### src/ascp_map.vh
// Purpose: Constants for the serial control and result port of the converter.
// Assumes: 10 MHz system clock, shift clock sampled as a plain input.
// Notes: Definitions only.
`ifndef ASCP_MAP_VH
`define ASCP_MAP_VH
`define ASCP_CMD_W 8
`define ASCP_RES_W 12
`define ASCP_ADDR_MSB 7
`define ASCP_ADDR_LSB 4
`define ASCP_LEN_HI 3
`define ASCP_LEN_LO 2
`define ASCP_LOW_FIRST_BIT 1
`define ASCP_SIGNED_BIT 0
`define ASCP_CMD_RESET 8'h00
`define ASCP_LEN_8 2'h1
`define ASCP_LEN_16 2'h3
`define ASCP_SAMPLE_EDGE 5'h04
`define ASCP_CLK_HZ 10000000
`define ASCP_CONV_US 10
`define ASCP_CONV_CYC ((`ASCP_CONV_US * `ASCP_CLK_HZ) / 1000000)
`define ASCP_SETUP_NS 1000
`define ASCP_SETUP_CYC ((`ASCP_SETUP_NS * (`ASCP_CLK_HZ / 1000000) + 999) / 1000)
`define ASCP_ABORT_US 5
`define ASCP_ABORT_CYC ((`ASCP_ABORT_US * `ASCP_CLK_HZ) / 1000000)
`define ASCP_ADDR_PDOWN 4'he
`endif

### src/ascp_sync.v
// Purpose: Two-flop synchroniser for one level from outside the clock domain.
// Assumes: Synchronous active-high reset.
// Notes: The first stage feeds only the second stage.
`timescale 1ns/1ps
module ascp_sync #(
  parameter RESET_VAL = 1'b0
) (
  input wire clk_i,
  input wire rst_i,
  input wire d_i,
  output reg q_o
);
  reg meta_reg;

  always @(posedge clk_i) begin
    if (rst_i) begin
      meta_reg <= RESET_VAL;
      q_o <= RESET_VAL;
    end else begin
      meta_reg <= d_i;
      q_o <= meta_reg;
    end
  end
endmodule

### src/ascp_conv.v
// Purpose: Successive-approximation sequencer that produces one 12-bit result.
// Assumes: Analog comparison is supplied as a ready digital sample word.
// Notes: Runs from the system clock, started only by the serial port.
`timescale 1ns/1ps
`include "ascp_map.vh"
module ascp_conv #(
  parameter RES_W = 12,
  parameter CONV_CYC = 100
) (
  input wire clk_i,
  input wire rst_i,
  input wire start_i,
  input wire abort_i,
  input wire [RES_W-1:0] sample_i,
  output reg busy_o,
  output reg done_o,
  output reg [RES_W-1:0] result_o
);
  reg [15:0] cnt_reg;
  reg [RES_W-1:0] held_reg;

  always @(posedge clk_i) begin
    if (rst_i) begin
      cnt_reg <= 16'h0000;
      busy_o <= 1'b0;
      done_o <= 1'b0;
      result_o <= {RES_W{1'b0}};
      held_reg <= {RES_W{1'b0}};
    end else begin
      done_o <= 1'b0;
      if (abort_i) begin
        busy_o <= 1'b0;
      end else if (start_i && !busy_o) begin
        busy_o <= 1'b1;
        held_reg <= sample_i;
        cnt_reg <= CONV_CYC[15:0] - 16'h0001;
      end else if (busy_o) begin
        if (cnt_reg == 16'h0000) begin
          busy_o <= 1'b0;
          done_o <= 1'b1;
          result_o <= held_reg;
        end else begin
          cnt_reg <= cnt_reg - 16'h0001;
        end
      end
    end
  end
endmodule

### src/ascp_port.v
// Purpose: Serial command and result port of a 12-bit converter, device side.
// Assumes: Select, shift clock and command input come from another domain.
// Notes: Analog front end is modelled by a digital sample word per channel.
//
// Overview of operation
// - Select high: ignore clock and command input, result output released.
// - Select falling edge starts a new sequence and enables the output.
// - Command: address D7-D4, length D3-D2, bit order D1, polarity D0.
// - Command bits taken on rising clock edges of the first eight clocks only.
// - A cycle has exactly 8, 12 or 16 clock periods per length code.
// - Sampling starts at the fourth falling edge, held after the last.
// - Last falling edge drives done low and starts conversion.
// - Select held low: first result bit appears when done rises.
// - Select toggled: first result bit appears at select falling edge.
// - Each later result bit is driven on each following falling edge.
// - Conversion is timed internally; done rises once result is loaded.
// - Conversion never starts before the current cycle has finished.
// - At power-up done is high and the command register is zero.
// - Raising then lowering select resynchronises to a fresh cycle.
// - Result loads at completion and shifts out next cycle.
// - Twelve-bit mode cycle has twelve clocks; conversion starts after twelfth.
// - Length code 00 or 10 is 12, 11 is 16, 01 is 8 bits.
// - Eight-bit drops four low bits; sixteen-bit appends four zero pads.
// - Address picks channel, test voltage or power-down for next conversion.
// - Select low within 5 us after tenth falling edge aborts conversion.
`timescale 1ns/1ps
`include "ascp_map.vh"
module ascp_port #(
  parameter RES_W = 12,
  parameter CONV_CYC = `ASCP_CONV_CYC,
  parameter SETUP_CYC = `ASCP_SETUP_CYC,
  parameter ABORT_CYC = `ASCP_ABORT_CYC
) (
  // System.
  input wire clk_i,
  input wire rst_i,
  // Serial link pins.
  input wire sel_n_i,
  input wire sclk_i,
  input wire cmd_i,
  output reg dout_o,
  output reg dout_oe_o,
  output reg done_o,
  // Analog stand-in: one sampled word for the selected source.
  input wire [RES_W-1:0] sample_i,
  output reg [3:0] chan_addr_o,
  output reg powered_down_o,
  output reg sampling_o
);
  localparam ST_IDLE = 3'b001;
  localparam ST_SETUP = 3'b010;
  localparam ST_IO = 3'b100;

  wire sel_n_s;
  wire sclk_s;
  wire cmd_s;
  wire conv_busy;
  wire conv_done;
  wire [RES_W-1:0] conv_result;

  reg [2:0] state_reg;
  reg sel_n_d_reg;
  reg sclk_d_reg;
  reg [7:0] cmd_reg;
  reg [7:0] shift_in_reg;
  reg [4:0] rise_cnt_reg;
  reg [4:0] fall_cnt_reg;
  reg [15:0] out_reg;
  reg [15:0] setup_cnt_reg;
  reg [15:0] abort_cnt_reg;
  reg abort_win_reg;
  reg start_reg;
  reg abort_reg;
  reg [1:0] len_now_reg;
  reg fmt_low_first_reg;
  reg fmt_signed_reg;

  // Edges are found one clock after the second synchroniser stage, so every
  // pin event is seen about three system clocks late; the host must allow for it.
  wire sclk_rise = sclk_s & ~sclk_d_reg;
  wire sclk_fall = ~sclk_s & sclk_d_reg;
  wire sel_fall = ~sel_n_s & sel_n_d_reg;

  ascp_sync #(.RESET_VAL(1'b1)) u_sync_sel (
    .clk_i(clk_i),
    .rst_i(rst_i),
    .d_i(sel_n_i),
    .q_o(sel_n_s)
  );

  ascp_sync #(.RESET_VAL(1'b0)) u_sync_sclk (
    .clk_i(clk_i),
    .rst_i(rst_i),
    .d_i(sclk_i),
    .q_o(sclk_s)
  );

  ascp_sync #(.RESET_VAL(1'b0)) u_sync_cmd (
    .clk_i(clk_i),
    .rst_i(rst_i),
    .d_i(cmd_i),
    .q_o(cmd_s)
  );

  ascp_conv #(.RES_W(RES_W), .CONV_CYC(CONV_CYC)) u_conv (
    .clk_i(clk_i),
    .rst_i(rst_i),
    .start_i(start_reg),
    .abort_i(abort_reg),
    .sample_i(sample_i),
    .busy_o(conv_busy),
    .done_o(conv_done),
    .result_o(conv_result)
  );

  // Number of clocks in a cycle for a length code.
  function [4:0] len_clocks;
    input [1:0] code;
    begin
      // Codes 00 and 10 both give twelve clocks.
      case (code)
        `ASCP_LEN_8: len_clocks = 5'h08;
        `ASCP_LEN_16: len_clocks = 5'h10;
        default: len_clocks = 5'h0c;
      endcase
    end
  endfunction

  // Result laid out as a 16-bit stream in shifting order.
  function [15:0] frame_result;
    input [RES_W-1:0] res;
    input [1:0] code;
    input low_first;
    input signed_fmt;
    reg [11:0] v;
    reg [15:0] msb_first;
    reg [15:0] rev;
    integer i;
    begin
      v = res[11:0];
      if (signed_fmt) begin
        v = {~res[11], res[10:0]};
      end
      msb_first = {v, 4'h0};
      rev = 16'h0000;
      // Eight-bit low-first keeps only the upper eight bits, lowest of them first.
      if (code == `ASCP_LEN_8) begin
        for (i = 0; i < 8; i = i + 1) begin
          rev[15-i] = v[4+i];
        end
      end else begin
        for (i = 0; i < 12; i = i + 1) begin
          rev[15-i] = v[i];
        end
      end
      if (low_first) begin
        frame_result = rev;
      end else begin
        frame_result = msb_first;
      end
    end
  endfunction

  // Stream for the next cycle, framed with the format bits of the cycle that
  // started this conversion; the top bit is the first one shifted out.
  wire [15:0] conv_frame = frame_result(conv_result, len_now_reg, fmt_low_first_reg,
                                        fmt_signed_reg);

  always @(posedge clk_i) begin
    if (rst_i) begin
      state_reg <= ST_IDLE;
      sel_n_d_reg <= 1'b1;
      sclk_d_reg <= 1'b0;
      cmd_reg <= `ASCP_CMD_RESET;
      shift_in_reg <= 8'h00;
      rise_cnt_reg <= 5'h00;
      fall_cnt_reg <= 5'h00;
      out_reg <= 16'h0000;
      setup_cnt_reg <= 16'h0000;
      abort_cnt_reg <= 16'h0000;
      abort_win_reg <= 1'b0;
      start_reg <= 1'b0;
      abort_reg <= 1'b0;
      len_now_reg <= 2'h0;
      fmt_low_first_reg <= 1'b0;
      fmt_signed_reg <= 1'b0;
      dout_o <= 1'b0;
      dout_oe_o <= 1'b0;
      done_o <= 1'b1;
      chan_addr_o <= 4'h0;
      powered_down_o <= 1'b0;
      sampling_o <= 1'b0;
    end else begin
      sel_n_d_reg <= sel_n_s;
      sclk_d_reg <= sclk_s;
      start_reg <= 1'b0;
      abort_reg <= 1'b0;
      // The abort window opens at the tenth falling edge and closes on its own;
      // a select fall after it has closed leaves a running conversion alone.
      if (abort_win_reg) begin
        if (abort_cnt_reg == 16'h0000) begin
          abort_win_reg <= 1'b0;
        end else begin
          abort_cnt_reg <= abort_cnt_reg - 16'h0001;
        end
      end
      if (conv_done) begin
        out_reg <= conv_frame;
        done_o <= 1'b1;
        if (!sel_n_s) begin
          dout_o <= conv_frame[15];
        end
      end
      // Enable follows the synchronised select, so output release lags the pin.
      dout_oe_o <= ~sel_n_s;
      case (state_reg)
        ST_IDLE: begin
          if (sel_fall) begin
            state_reg <= ST_SETUP;
            setup_cnt_reg <= SETUP_CYC[15:0];
            dout_o <= out_reg[15];
            if (abort_win_reg && conv_busy) begin
              abort_reg <= 1'b1;
              done_o <= 1'b1;
              abort_win_reg <= 1'b0;
            end
          end else if (!sel_n_s && done_o && !conv_busy) begin
            // Select held low: the next cycle may only start once the result is loaded.
            state_reg <= ST_IO;
            rise_cnt_reg <= 5'h00;
            fall_cnt_reg <= 5'h00;
          end
        end
        ST_SETUP: begin
          // Clock and command edges inside the setup window are ignored, which keeps
          // select bounce from being taken as data.
          if (sel_n_s) begin
            state_reg <= ST_IDLE;
          end else if (setup_cnt_reg == 16'h0000) begin
            state_reg <= ST_IO;
            rise_cnt_reg <= 5'h00;
            fall_cnt_reg <= 5'h00;
          end else begin
            setup_cnt_reg <= setup_cnt_reg - 16'h0001;
          end
        end
        ST_IO: begin
          if (sel_n_s) begin
            // Select raised mid-cycle ends it; nothing is converted.
            state_reg <= ST_IDLE;
            sampling_o <= 1'b0;
          end else begin
            if (sclk_rise && rise_cnt_reg < 5'h08) begin
              shift_in_reg <= {shift_in_reg[6:0], cmd_s};
              rise_cnt_reg <= rise_cnt_reg + 5'h01;
              // The length is known after the sixth rising edge and applies at once.
              if (rise_cnt_reg == 5'h05) begin
                len_now_reg <= {shift_in_reg[0], cmd_s};
              end
              if (rise_cnt_reg == 5'h07) begin
                cmd_reg <= {shift_in_reg[6:0], cmd_s};
                fmt_low_first_reg <= shift_in_reg[0];
                fmt_signed_reg <= cmd_s;
              end
            end else if (sclk_rise) begin
              rise_cnt_reg <= rise_cnt_reg + 5'h01;
            end
            if (sclk_fall) begin
              fall_cnt_reg <= fall_cnt_reg + 5'h01;
              out_reg <= {out_reg[14:0], 1'b0};
              dout_o <= out_reg[14];
              if (fall_cnt_reg + 5'h01 == `ASCP_SAMPLE_EDGE) begin
                sampling_o <= 1'b1;
              end
              if (fall_cnt_reg + 5'h01 == len_clocks(len_now_reg)) begin
                sampling_o <= 1'b0;
                done_o <= 1'b0;
                // The start pulse is issued only here, after the last falling edge.
                start_reg <= 1'b1;
                chan_addr_o <= cmd_reg[`ASCP_ADDR_MSB:`ASCP_ADDR_LSB];
                powered_down_o <= (cmd_reg[7:4] == `ASCP_ADDR_PDOWN);
                state_reg <= ST_IDLE;
              end
              if (fall_cnt_reg + 5'h01 == 5'h0a) begin
                abort_win_reg <= 1'b1;
                abort_cnt_reg <= ABORT_CYC[15:0];
              end
            end
          end
        end
        default: state_reg <= ST_IDLE;
      endcase
    end
  end
endmodule

### config.mk
export PLATFORM = sky130hd
export DESIGN_NAME = ascp_port
export DESIGN_NICKNAME = d
export VERILOG_FILES = /design/src/ascp_sync.v /design/src/ascp_conv.v /design/src/ascp_port.v
export VERILOG_INCLUDE_DIRS = /design/src
export SDC_FILE = /design/constraint.sdc
export NUM_CORES = 1
export LEC_CHECK = 0
export BUFFER_PORTS_ARGS = -buffer_cell sky130_fd_sc_hd__buf_4
export CAP_MARGIN = 15
export CORE_MARGIN = 3
export CORE_UTILIZATION = 60
export CTS_CLUSTER_SIZE = 40
export DETAILED_ROUTE_END_ITERATION = 16
export MAX_ROUTING_LAYER = met4
export PLACE_DENSITY = 0.79
export SLEW_MARGIN = 5
export SYNTH_ARGS = -nofsm -noshare
export SYNTH_HDL_FRONTEND = slang
export SYNTH_HIERARCHICAL = 1
export SYNTH_SLANG_ARGS = --single-unit
### constraint.sdc
create_clock -name clk_i -period 4.2 [get_ports clk_i]
set_input_delay 0.42 -clock clk_i [delete_from_list [all_inputs] [get_ports clk_i]]
set_output_delay 0.42 -clock clk_i [all_outputs]
set_load 0.02 [all_outputs]
Word-level counts from Yosys, hierarchy flattened --
Cells that the tools add are included.
Operators by class: add/subtract/negate cells 5, order comparisons 1, equal/unequal tests 25, multiplexer cells 76, bitwise gates (word level) 14, reduce and logical (&&, ||, !) cells 31
Operators with widths (number):
- 16-bit 2-to-1 mux | 17
- 5-bit 2-to-1 mux | 13
- 16-bit logical NOT | 3
- 16-bit by 1-bit subtractor with 16-bit output (second input constant) | 3
- 16-bit case mux with 2 select lines | 1
- 5-bit case mux with 3 select lines | 2
- 1-bit 2-to-1 mux | 28
- 4-bit AND reduction | 6
- 3-bit 2-to-1 mux | 7
- 2-bit != test (second input constant) | 8
- 5-bit by 3-bit equality test with 1-bit output (second input constant) | 3
- 7-bit AND reduction | 2
- 12-bit 2-to-1 mux | 1
- 1-bit NOT | 11
- 5-bit by 1-bit adder with 5-bit output (second input constant) | 2
- 5-bit case mux with 2 select lines | 1
- 3-bit by 2-bit != test with 1-bit output (second input constant) | 3
- 3-bit case mux with 3 select lines | 1
- 3-bit AND reduction | 3
- 8-bit 2-to-1 mux | 1
- 4-bit OR reduction | 2
- 3-bit != test (second input constant) | 2
- 1-bit case mux with 2 select lines | 3
- 2-bit nonzero test | 3
- 18 further kinds | 26
Storage, ports and cells: register bits 142

Longest topological paths before layout --
Gate-level depths: netlist (run 1).
depth in word-level cells 11, gate-level depth with buffers 8, mapped depth without buffers 7

Cells and area by module --
Netlist (run 1), hierarchy kept.
By module, submodules not included:
- ascp_port | times used 1, cells each 535, area an instance 4638.2 µm², seq. area each 1801.7 µm²
- ascp_conv | times used 1, cells each 212, area an instance 1871.8 µm², seq. area each 840.8 µm²
- ascp_sync | times used 3, cells each 4, area an instance 52.6 µm², seq. area each 40.0 µm²

Worst setup path after synthesis (run 1) --
Ideal clock, no wire load.
path kind register -> register, start register fall_cnt_reg[0], end register, netlist name done_o, library setup time 0.141 ns, data arrival time 1.833 ns, required time 4.059 ns, setup slack 2.226 ns, stages on the path, launching flop included 7, buffers on the path 1, period minus slack after synthesis 1.974 ns, path through dfxtp_1 -> ha_1 -> buf_2 -> xnor2_1 -> mux2_2 -> o32ai_4 -> o211ai_1
RTL lines:
- start: declaration | RTL line ascp_port.v:67 | reg [4:0] fall_cnt_reg;
- start signal: assignment | RTL line ascp_port.v:269 | fall_cnt_reg <= fall_cnt_reg + 5'h01;

Worst setup path after layout (run 1) --
start register state_reg[2], end register abort_cnt_reg[0]
Between the ends: cells in the longest elaborated chain, start to end 2
Ends and longest elaborated chain:
- start: declaration | RTL line ascp_port.v:61 | reg [2:0] state_reg;
- start signal: assignment | RTL line ascp_port.v:171 | state_reg <= ST_IDLE;
- start signal: assignment | RTL line ascp_port.v:219 | state_reg <= ST_SETUP;
- start signal: assignment | RTL line ascp_port.v:229 | state_reg <= ST_IO;
- 3-bit equality test | RTL line ascp_port.v:216 | case (state_reg)
- 16-bit 2-to-1 mux | RTL line ascp_port.v:216
- end signal: assignment | RTL line ascp_port.v:204 | abort_cnt_reg <= abort_cnt_reg - 16'h0001;
- end signal: assignment | RTL line ascp_port.v:286 | abort_cnt_reg <= ABORT_CYC[15:0];
- end: declaration | RTL line ascp_port.v:70 | reg [15:0] abort_cnt_reg;
Every way passes these cells. A chain may end at the register's enable or synchronous reset.

==> results of run 1 <==
worst max-delay path, delay by kind of cell (launching register included):
kind | cells | cell delay [ns]
and+or+nand+nor | 4 | 1.56
DFF | 1 | 0.53
AOI/OAI and AO/OA | 1 | 0.54
per-stage QoR:
| stage | cell area (sq um) | instances |
|---|---|---|
| floorplan | 6670 | 759 |
| global placement | 6870 | 881 |
| detailed placement | 6870 | 881 |
| CTS | 7450 | 913 |
| global route | 7460 | 914 |
| finish | 7460 | 914 |
cell type report:
type | count | area share
Multi-Input combinational cell | 562 | 0.491
Sequential cell | 138 | 0.370
Clock buffer | 19 | 0.0579
Timing Repair Buffer | 28 | 0.0282
Tap cell | 136 | 0.0228
Clock inverter | 13 | 0.0203
Inverter | 18 | 0.00906
power by group through the flow:
stage / logic [W] / clock network [W] / registers, W
global placement: 0.000146 / 0 / 0.00137
global route: 0.000167 / 0.00154 / 0.00134
detailed placement: 0.000150 / 0 / 0.00137
finish: 0.000151 / 0.00147 / 0.00134
CTS: 0.000151 / 0.00148 / 0.00134
floorplan: 0.000130 / 0 / 0.00135
worst min path at each step:
stage | start | to | slack [ns] | depth (start not counted)
finish | sel_n_i | u_sync_sel/meta_reg | 0.06 | 2
global route | sel_n_i | u_sync_sel/meta_reg | 0.07 | 2
CTS | sel_n_i | u_sync_sel/meta_reg | 0.05 | 2
detailed placement | u_sync_sel/meta_reg | u_sync_sel/q_o | 0.41 | 1
global placement | u_sync_sel/meta_reg | u_sync_sel/q_o | 0.42 | 1
floorplan | u_sync_sel/meta_reg | u_sync_sel/q_o | 0.39 | 1
cells by family after synthesis:
kind of cell / count (synthesis) / synth area share
AOI/OAI and AO/OA: 149 / 0.149
xor gates and xnor gates: 27 / 0.0355
adders and majority gates: 9 / 0.0169
buffers and inverters: 59 / 0.0368
DFF: 138 / 0.414
muxes: 44 / 0.0664
and+or+nand+nor: 333 / 0.281
layer usage:
metal	GRT usage	vias to the layer above	part of all wire	wire (microns)
met5	-	-	0	0
met4	0.0884	0	0.017	238
met3	0.0478	25	0.044	630
met2	0.403	119	0.49	7110
met1	0.296	2580	0.45	6420
li1	-	2720	-	-
cell usage in the layout (no fill, tap or decap), types with 3 or more instances in the layout:
cell type   count
dfxtp_1       138
nand2_1        81
nor2_1         81
a21oi_1        64
mux2i_1        42
nand2b_1       31
buf_4          28
nand3_1        25
xor2_1         20
inv_1          18
clkbuf_16      16
nor2b_1        15
nor3_1         15
o21ai_0        15
a211oi_1       13
or4_1          11
a31oi_1         9
ha_1            9
nand3b_1        8
xnor2_1         7
nand4_1         7
or3_1           6
o211ai_1        6
clkinv_2        6
nand4b_1        5
and2_1          5
a311oi_1        5
o31ai_1         5
nor4_1          4
or2_2           4
and3_1          3
a211o_1         3
nor4b_1         3
nor4_4          3
a31o_2          3
bufinv_16       3
clkinvlp_4      3
==> key figures, run 1 <==
Setup path
  – Setup crit end kind: flip-flop
  – WP data required: 4.60 ns
  – Worst reg-to-reg path cell count: 5
  – Crit path launch: state_reg[2]
  – Reg2Reg Setup Slack: 1.42 ns
  – R2r startpoint: state_reg[2]
  – Worst Path Max Fanout: 22
  – Crit Path Class: reg -> reg
  – Crit-path most repeated cell: nand2_1
  – Crit path cell chain: nor4b_4 > nand2_1 > a211o_1 > nand2_1 > nor2_1
  – CP max stage delay: 0.60 ns
  – Critical path endpoint: abort_cnt_reg[0]
  – R2R Path End: abort_cnt_reg[0]
  – CP arrival: 3.18 ns
  – Startpoint types: flip-flop
  – CP max-delay cell: nand2_1

Power and ir drop
  – PnR Total Power: 0.00296 W
  – Peak VDD IR: 300 uV
  – P per Cell Area: 396 mW/mm^2
  – Clk pwr share: 0.496
  – Switching Share: 0.225
  – Internal: 0.00229 W
  – Sw Pwr: 0.000666 W
  – Leak Pwr: 2.68 nW
  – Combinational share of power: 0.051
  – Seq pwr share: 0.453

STA
  – Final min period: 2.78 ns
  – Setup TNS: 0 ns
  – Worst slew margin: 0.344
  – Final WS setup: 1.42 ns
  – Worst slew pin tran: 0.983 ns
  – Fmax: 359 MHz
  – Final period utilization: 0.662
  – Hold Fails Final Rpt: 0
  – RSZ-0062 raised after global routing: false
  – Final hold slack: 0.0605 ns
  – Fin. max-slew vios: 0
  – Final setup fails: 0
  – Clock skew: 0.0162 ns

Place
  – Dpl ws: 1.43 ns
  – Final HPWL DP: 9520 microns
  – RD Place Congestion: 0.900
  – Number of port buffers: 25

Hold path
  – Min-delay worst type: in -> reg

Synthesis
  – Synth area leader: dfxtp_1
  – Synth area leaders: dfxtp_1 (41%), mux2i_1 (6.3%), a21oi_1 (4.8%), nand2_1 (4.6%), nor2_1 (4.6%)
  – Share of flip-flops with an asynchronous set or reset: 0
  – Mapped Nets: 785
  – Cells after Synth: 759
  – Synth unique cells: 77
  – Post-synth EDFFs: 0
  – Avg Inst Size Synth: 8.78 sq um
  – Synth top area share: 0.414
  – Post-synth top cells: dfxtp_1 (138), nand2_1 (81), nor2_1 (81)
  – Synth Flop Type: dfxtp_1
  – Yosys warns: 6
  – Seq/Total Area, Yosys: 0.414
  – Mapped Area: 0.00667 sq mm
  – Top-count cell post-synth: dfxtp_1
  – Yosys reg bits: 138

Global routing
  – Vias in the first global route: 5,244
  – GRT overflow: 0
  – Overall Global Routing Usage: 0.244
  – Initial antenna violation count: 0
  – Largest net degree at the start of global routing: 54
  – First-pass GRT wire length: 24,600 microns

Die
  – IO Count: 26
  – Die Area: 0.0124 sq mm
  – Row Count: 37
  – Die W: 111 microns
  – Initial Util: 0.632
  – Core box area: 0.0106 sq mm
  – Die height: 111 microns

Drt
  – Vias post-DR: 5,444
  – WL per Instance: 15.7 microns
  – Vias per cell: 5.96
  – DRC marker count from the first detailed-route iteration: 437
  – Routed Antenna Nets: 0
  – First-pass iteration count of the detailed router: 5
  – Final WL: 14,400 microns
  – DRC Markers: 0

CTS
  – Clk root buf: clkbuf_8
  – CTS resizes: 0
  – Number of CTS-inserted buffers: 17
  – CTS Sinks: 138
  – # Post-CTS Setup Buffers: 0
  – Worst-path clk slew: 0.06 ns
  – Latest clock arrival within the worst-skew pair: 0.54 ns
  – CTS tree: yes
  – Hold buffer count at cts: 0
  – Htree depth: 4
  – Clock Path Buffers: 2

Final layout
  – Footprint of the multi-input gates: 0.00366 sq mm
  – Fraction of layout cells with a size suffix above 1: 0.121
  – Post-layout util: 0.707
  – Antenna fix cells: 0
  – Nets: 791
  – Fill count: 816
  – Area Growth Syn to Fin: 11.9%
  – Seq. cell area: 0.00276 sq mm

Run status
  – Outcome: complete, no violations

Run
  – Max-cap violations: 0
Power figures use the tool's default switching activity.
==> run 2: changes to the inputs <==
--- a/config.mk
+++ b/config.mk
@@ -6,14 +6,15 @@
 export SDC_FILE = /design/constraint.sdc
 export NUM_CORES = 1
 export LEC_CHECK = 0
+export ABC_AREA = 1
 export BUFFER_PORTS_ARGS = -buffer_cell sky130_fd_sc_hd__buf_4
 export CAP_MARGIN = 15
 export CORE_MARGIN = 3
-export CORE_UTILIZATION = 60
+export CORE_UTILIZATION = 56
 export CTS_CLUSTER_SIZE = 40
 export DETAILED_ROUTE_END_ITERATION = 16
 export MAX_ROUTING_LAYER = met4
-export PLACE_DENSITY = 0.79
+export PLACE_DENSITY = 0.77
 export SLEW_MARGIN = 5
 export SYNTH_ARGS = -nofsm -noshare
 export SYNTH_HDL_FRONTEND = slang
==> constraint.sdc (replaced) <==
create_clock -name clk_i -period 2.3 [get_ports clk_i]
set_input_delay 0.23 -clock clk_i [delete_from_list [all_inputs] [get_ports clk_i]]
set_output_delay 0.23 -clock clk_i [all_outputs]
set_load 0.02 [all_outputs]
==> run 2 against run 1 <==
Against the previous run:
- count of clock-buffer cells in the layout shrank 1
- first-iteration DRC count shrank 5.7%
- largest cell class unchanged
- via count grew 11%
- power grew 110%
- critical path type unchanged
- critical path depth grew 5
- fmax grew 44%
- core utilization shrank 4.9 points
- combinational power grew to 7.5 times the previous value
- largest power group unchanged
- global-route usage shrank 1.6 points
- setup slack lost 1.1 ns
- area after synthesis grew 3.3%
==> key figures, run 2 <==
Synthesis
  – Yosys warns: 6
  – Simple-Gate Fraction of Synth Area: 0.327
  – Avg Inst Size Synth: 6.98 sq um
  – Synth area leaders: dfxtp_1 (40%), nor2_1 (9.9%), nand2_1 (9.5%), a21oi_1 (6.7%), o21ai_0 (5.9%)
  – Synth area leader: dfxtp_1
  – Post-Synth Adder-Cell Area: 0.0164
  – Synth unique cells: 41
  – Mapped Area: 0.00689 sq mm
  – Post-synth EDFFs: 0
  – Synth Flop Type: dfxtp_1
  – Cells after Synth: 986
  – Largest family of logic cells by synthesized area: simple AND/OR/NAND/NOR gates
  – Yosys reg bits: 138
  – Top-count cell post-synth: nor2_1
  – Mux contribution to synthesized area: 0
  – Seq/Total Area, Yosys: 0.401
  – Mapped Nets: 1,012
  – Post-synth top cells: nor2_1 (181), nand2_1 (174), dfxtp_1 (138)
  – Post-Synth XOR/XNOR Area: 0.0254
  – Synth top area share: 0.401
  – Compound-Gate Fraction of Synth Area: 0.146
  – Share of flip-flops with an asynchronous set or reset: 0

Final layout
  – Commonest non-fill, non-tap cells in the layout: nor2_1 (181), nand2_1 (174), dfxtp_1 (138)
  – Nets: 1,030
  – Post-layout util: 0.658
  – Fill count: 1,047
  – Commonest non-fill, non-tap cell in the layout: nor2_1
  – Area Growth Syn to Fin: 11.9%
  – Footprint of the multi-input gates: 0.00354 sq mm
  – Antenna fix cells: 0
  – Seq. cell area: 0.00276 sq mm
  – Fraction of layout cells with a size suffix above 1: 0.117

Die
  – Core box area: 0.0117 sq mm
  – Initial Util: 0.588
  – Die W: 117 microns
  – Row Count: 39
  – Die height: 117 microns
  – IO Count: 26
  – Die Area: 0.0137 sq mm

Global routing
  – Global routing's busiest layer: met2
  – Largest net degree at the start of global routing: 48
  – First-pass GRT wire length: 24,500 microns
  – GRT met2 Usage: 0.355
  – Initial antenna violation count: 0
  – GRT overflow: 0
  – Met3 global-route usage: 0.0571
  – Overall Global Routing Usage: 0.227
  – Vias in the first global route: 5,377
  – GR Layer Usage met1: 0.289

Setup path
  – Crit path cell chain: inv_1 > ha_1 > nand3_2 > nor2_4 > nand2_2 > nand3_2 > nand2_2 > nand2_1 > or2_2 > a21oi_1
  – Crit Path Class: reg -> reg
  – WP data required: 2.65 ns
  – R2r startpoint: setup_cnt_reg[0]
  – Startpoint types: flip-flop
  – Crit path launch: setup_cnt_reg[0]
  – Setup crit end kind: flip-flop
  – CP max-delay cell: dfxtp_1
  – Worst Path Max Fanout: 21
  – CP max stage delay: 0.39 ns
  – CP arrival: 2.29 ns

CTS
  – CTS tree: yes
  – Number of CTS-inserted buffers: 17
  – Worst-path clk slew: 0.06 ns
  – CTS Sinks: 138
  – Clk root buf: clkbuf_16
  – Clock Path Buffers: 2
  – Latest clock arrival within the worst-skew pair: 0.42 ns
  – # Post-CTS Setup Buffers: 0
  – Htree depth: 4

STA
  – Final period utilization: 0.841
  – Fmax: 517 MHz
  – Fin. max-slew vios: 0
  – Final setup fails: 0
  – Clock skew: 0.00680 ns
  – Worst slew pin tran: 0.623 ns
  – Worst slew margin: 0.581
  – RSZ-0062 raised after global routing: false
  – Final min period: 1.93 ns
  – Hold Fails Final Rpt: 0
  – Setup TNS: 0 ns

Power and ir drop
  – Leak Pwr: 3.36 nW
  – Peak VDD IR: 676 uV
  – P per Cell Area: 822 mW/mm^2

Hold path
  – Min-delay worst type: in -> reg
  – Worst Min Path Start: cmd_i

Run
  – Max-cap violations: 0

Place
  – RD Place Congestion: 0.907
  – Final HPWL DP: 9760 microns
  – Number of port buffers: 25

Drt
  – WL per Instance: 12.1 microns
  – Routed Antenna Nets: 0
  – DRC marker count from the first detailed-route iteration: 412
  – DRC Markers: 0
  – First-pass iteration count of the detailed router: 5
  – Vias per cell: 5.19
  – Vias post-DR: 6,024
  – Final WL: 14,000 microns

Run status
  – Outcome: complete, no violations
-- run 2: changes by cell type in the layout (fill, tap and decap cells not counted), moves of 11 or more --
cell / change
nand2_1: +93
nand3_1: +45
or4_1: -11
nor3_1: -11
mux2i_1: -42
a21oi_1: +28
o21ai_0: +66
nor2_1: +100
inv_1: +74
a211oi_1: -13
nand2b_1: -31
nor2b_1: -15
-- run 2: worst max-delay path, delay by kind of cell (launching register included) --
kind / cells / cell delay (ns)
adder cells (fa/ha/maj): 1 / 0.23
AND/OR/NAND/NOR: 7 / 1.04
flip-flops: 1 / 0.39
AO/OA/AOI/OAI: 1 / 0.12
buffers and inverters: 1 / 0.08
-- run 2: power by group --
part	total, W	switching [W]	leakage, nW	internal (W)
Combinational	0.00113	0.000736	1.97	0.000391
Sequential	0.00256	0.0000901	1.11	0.00247
Clock	0.00265	0.00111	0.273	0.00154
-- run 2: what timing repair did --
item	in CTS	in global routing
endpoints found under the setup margin	0	0
resized for setup	0	0
hold endpoints to repair	1	0
hold buffers	1	0
-- run 2: worst paths after layout --
check                         to  slack [ns]  cells after the start
max reg2reg     setup_cnt_reg[7]        0.37                     10
min          u_sync_cmd/meta_reg        0.02                      3
max             setup_cnt_reg[7]        0.37                     10
min reg2reg       u_sync_cmd/q_o        0.40                      2
-- run 2: kinds of logic (layout without fill, tap and decap cells) --
family,Yosys count,count (layout)
AND/OR/NAND/NOR,493,493
flip-flops,138,138
AO/OA/AOI/OAI,189,189
XOR/XNOR,20,20
buffers and inverters,137,168
adder cells (fa/ha/maj),9,9
-- run 2: cell type report --
| type | count | share of cell area |
|---|---|---|
| clock buffers | 18 | 0.0570 |
| clock inverters | 14 | 0.0182 |
| inverters | 103 | 0.0505 |
| multi-input cells | 711 | 0.460 |
| flip-flops and latches | 138 | 0.359 |
| well taps | 143 | 0.0232 |
| repair buffers | 33 | 0.0325 |
-- run 2: metrics by stage --
step | total power, W | cells | setup slack (ns) | hold WS, ns | cell area (sq um)
6_report | 0.00634 | 1160 | 0.366 | 0.0178 | 7700
5_1_grt | 0.00670 | 1160 | 0.150 | 0.0285 | 7700
4_1_cts | 0.00638 | 1160 | 0.360 | 0.00169 | 7700
3_5_place_dp | 0.00373 | 1127 | 0.368 | 0.390 | 7110
3_3_place_gp | 0.00370 | 1127 | 0.432 | 0.389 | 7110
2_1_floorplan | 0.00354 | 986 | 0.688 | 0.299 | 6890
-- run 2: routing by layer --
layer	wire length (microns)	vias up	part of all wire
met4	254	0	0.018
met3	642	23	0.046
li1	-	3229	-
met2	6410	111	0.46
met1	6700	2661	0.48
met5	0	-	0
==> run 3: changes to the inputs <==
==> constraint.sdc (replaced) <==
create_clock -name clk_i -period 1.75 [get_ports clk_i]
set_input_delay 0.175 -clock clk_i [delete_from_list [all_inputs] [get_ports clk_i]]
set_output_delay 0.175 -clock clk_i [all_outputs]
set_load 0.02 [all_outputs]
==> run 3 against run 2 <==
Against the previous run:
- core utilization is 4.2 points higher
- highest routed layer unchanged
- routed wire length up 7.6%
- flip-flop and latch count is the same
- count of clock-buffer cells in the layout up 2
- via count increased by 5.8%
- combinational power is 55% higher
- power grew 40%
- sequential share of layout area is 2.2 points lower
- hold slack better by 0.087 ns
- sequential power is 31% higher
- first-iteration DRC count is 8.3% higher
- setup slack got worse by 0.24 ns
==> key figures, run 3 (same netlist as run 2, synthesis figures left out) <==
STA
  – Final hold slack: 0.104 ns
  – Clock skew: 0.00589 ns
  – Setup TNS: 0 ns
  – Fmax: 617 MHz
  – Final setup fails: 0
  – Hold Fails Final Rpt: 0
  – Fin. max-slew vios: 0
  – Worst slew pin tran: 0.557 ns
  – Final period utilization: 0.927
  – Worst slew margin: 0.628
  – Final WS setup: 0.128 ns
  – Final min period: 1.62 ns

Drt
  – WL per Instance: 12.5 microns
  – Vias per cell: 5.30
  – Final WL: 15,100 microns
  – DRC Markers: 0
  – DRC marker count from the first detailed-route iteration: 446
  – First-pass iteration count of the detailed router: 5
  – Vias post-DR: 6,373
  – Routed Antenna Nets: 0

Die
  – Die W: 117 microns
  – Die height: 117 microns
  – Initial Util: 0.588
  – Row Count: 39
  – Die Area: 0.0137 sq mm
  – Core box area: 0.0117 sq mm
  – IO Count: 26

CTS
  – Clock Path Buffers: 2
  – Worst-path clk slew: 0.06 ns
  – Clk root buf: clkbuf_16
  – CTS Sinks: 138
  – Htree depth: 4
  – Latest clock arrival within the worst-skew pair: 0.41 ns
  – Number of CTS-inserted buffers: 17
  – CTS tree: yes

Final layout
  – Fill count: 953
  – Seq. cell area: 0.00276 sq mm
  – Area Growth Syn to Fin: 19.1%
  – Commonest non-fill, non-tap cells in the layout: nor2_1 (181), nand2_1 (173), dfxtp_1 (137)
  – Nets: 1,074
  – Fraction of layout cells with a size suffix above 1: 0.143
  – Footprint of the multi-input gates: 0.00362 sq mm
  – Antenna fix cells: 0
  – Commonest non-fill, non-tap cell in the layout: nor2_1
  – Post-layout util: 0.700

Setup path
  – Worst reg-to-reg path cell count: 11
  – Critical path endpoint: chan_addr_o[3]
  – Crit Path Class: reg -> reg
  – Reg2Reg Setup Slack: 0.13 ns
  – R2R Path End: chan_addr_o[3]
  – WP data required: 2.05 ns
  – Setup crit end kind: flip-flop
  – Crit path launch: fall_cnt_reg[1]
  – Startpoint types: flip-flop
  – Worst Path Max Fanout: 7
  – CP arrival: 1.92 ns
  – R2r startpoint: fall_cnt_reg[1]

Global routing
  – Overall Global Routing Usage: 0.237
  – Initial antenna violation count: 0
  – Largest net degree at the start of global routing: 34
  – First-pass GRT wire length: 25,600 microns
  – Vias in the first global route: 5,769
  – GRT overflow: 0

Place
  – Dpl ws: 0.0195 ns
  – Final HPWL DP: 10,200 microns
  – Number of port buffers: 25
  – RD Place Congestion: 0.900

Power and ir drop
  – P per Cell Area: 1080 mW/mm^2
  – Peak VDD IR: 880 uV
  – Leak Pwr: 3.59 nW
  – PnR Total Power: 0.00884 W

Run status
  – Outcome: complete, no violations

Hold path
  – Min-delay worst type: in -> reg

Run
  – Max-cap violations: 0
run 3: layout make-up:
| class | count | area share |
|---|---|---|
| timing repair buffer | 76 | 0.0761 |
| inverter | 103 | 0.0478 |
| sequential | 138 | 0.337 |
| clock inverter | 11 | 0.0209 |
| tap | 143 | 0.0218 |
| multi-input combinational | 712 | 0.442 |
| clock buffer | 20 | 0.0545 |
run 3: where the power goes:
group	switching [W]	internal [W]	total (W)
clock	0.00132	0.00241	0.00374
sequential	0.000109	0.00325	0.00336
combinational	0.00108	0.000670	0.00175
total	0.00251	0.00633	0.00884
run 3: worst min-delay path by stage:
stage	slack, ns	cells past startpoint	startpoint	endpoint
after floorplan	0.24	1	rst_i	setup_cnt_reg[3]
after global placement	0.36	3	sel_n_i	u_sync_sel/meta_reg
after detailed placement	0.36	3	sel_n_i	u_sync_sel/meta_reg
after CTS	0.09	2	rst_i	u_conv/cnt_reg[11]
after global routing	0.11	2	rst_i	u_conv/cnt_reg[6]
final	0.10	2	rst_i	u_conv/cnt_reg[13]
run 3: layer usage:
metal,wire [microns],track usage,vias up
li1,-,-,3319
met1,6890,0.286,2907
met2,7340,0.399,127
met3,611,0.0622,20
met4,227,0.0543,0
met5,0,-,-
run 3: stage by stage:
| stage | cell area [sq um] | cells |
|---|---|---|
| after floorplan | 6890 | 986 |
| after global placement | 7320 | 1153 |
| after detailed placement | 7320 | 1153 |
| after CTS | 8090 | 1199 |
| after global routing | 8200 | 1203 |
| final | 8200 | 1203 |
run 3: what timing repair did:
item,CTS,global route
hold endpoints to repair,15,0
gates cloned,0,1
buffers inserted,0,3
setup endpoints to repair,2,59
pin swaps,0,7
gates resized for setup,1,21
hold buffers,15,0
run 3: worst max-delay path, stage by stage (launching register included):
cell	delay [ns]
dfxtp_1	0.34
buf_4	0.17
nand3_1	0.10
nand2_1	0.07
nand2_1	0.11
nand3_1	0.08
nand2_1	0.07
nand2_2	0.09
nor2_4	0.16
inv_2	0.10
nor2_1	0.15
nor2_1	0.07
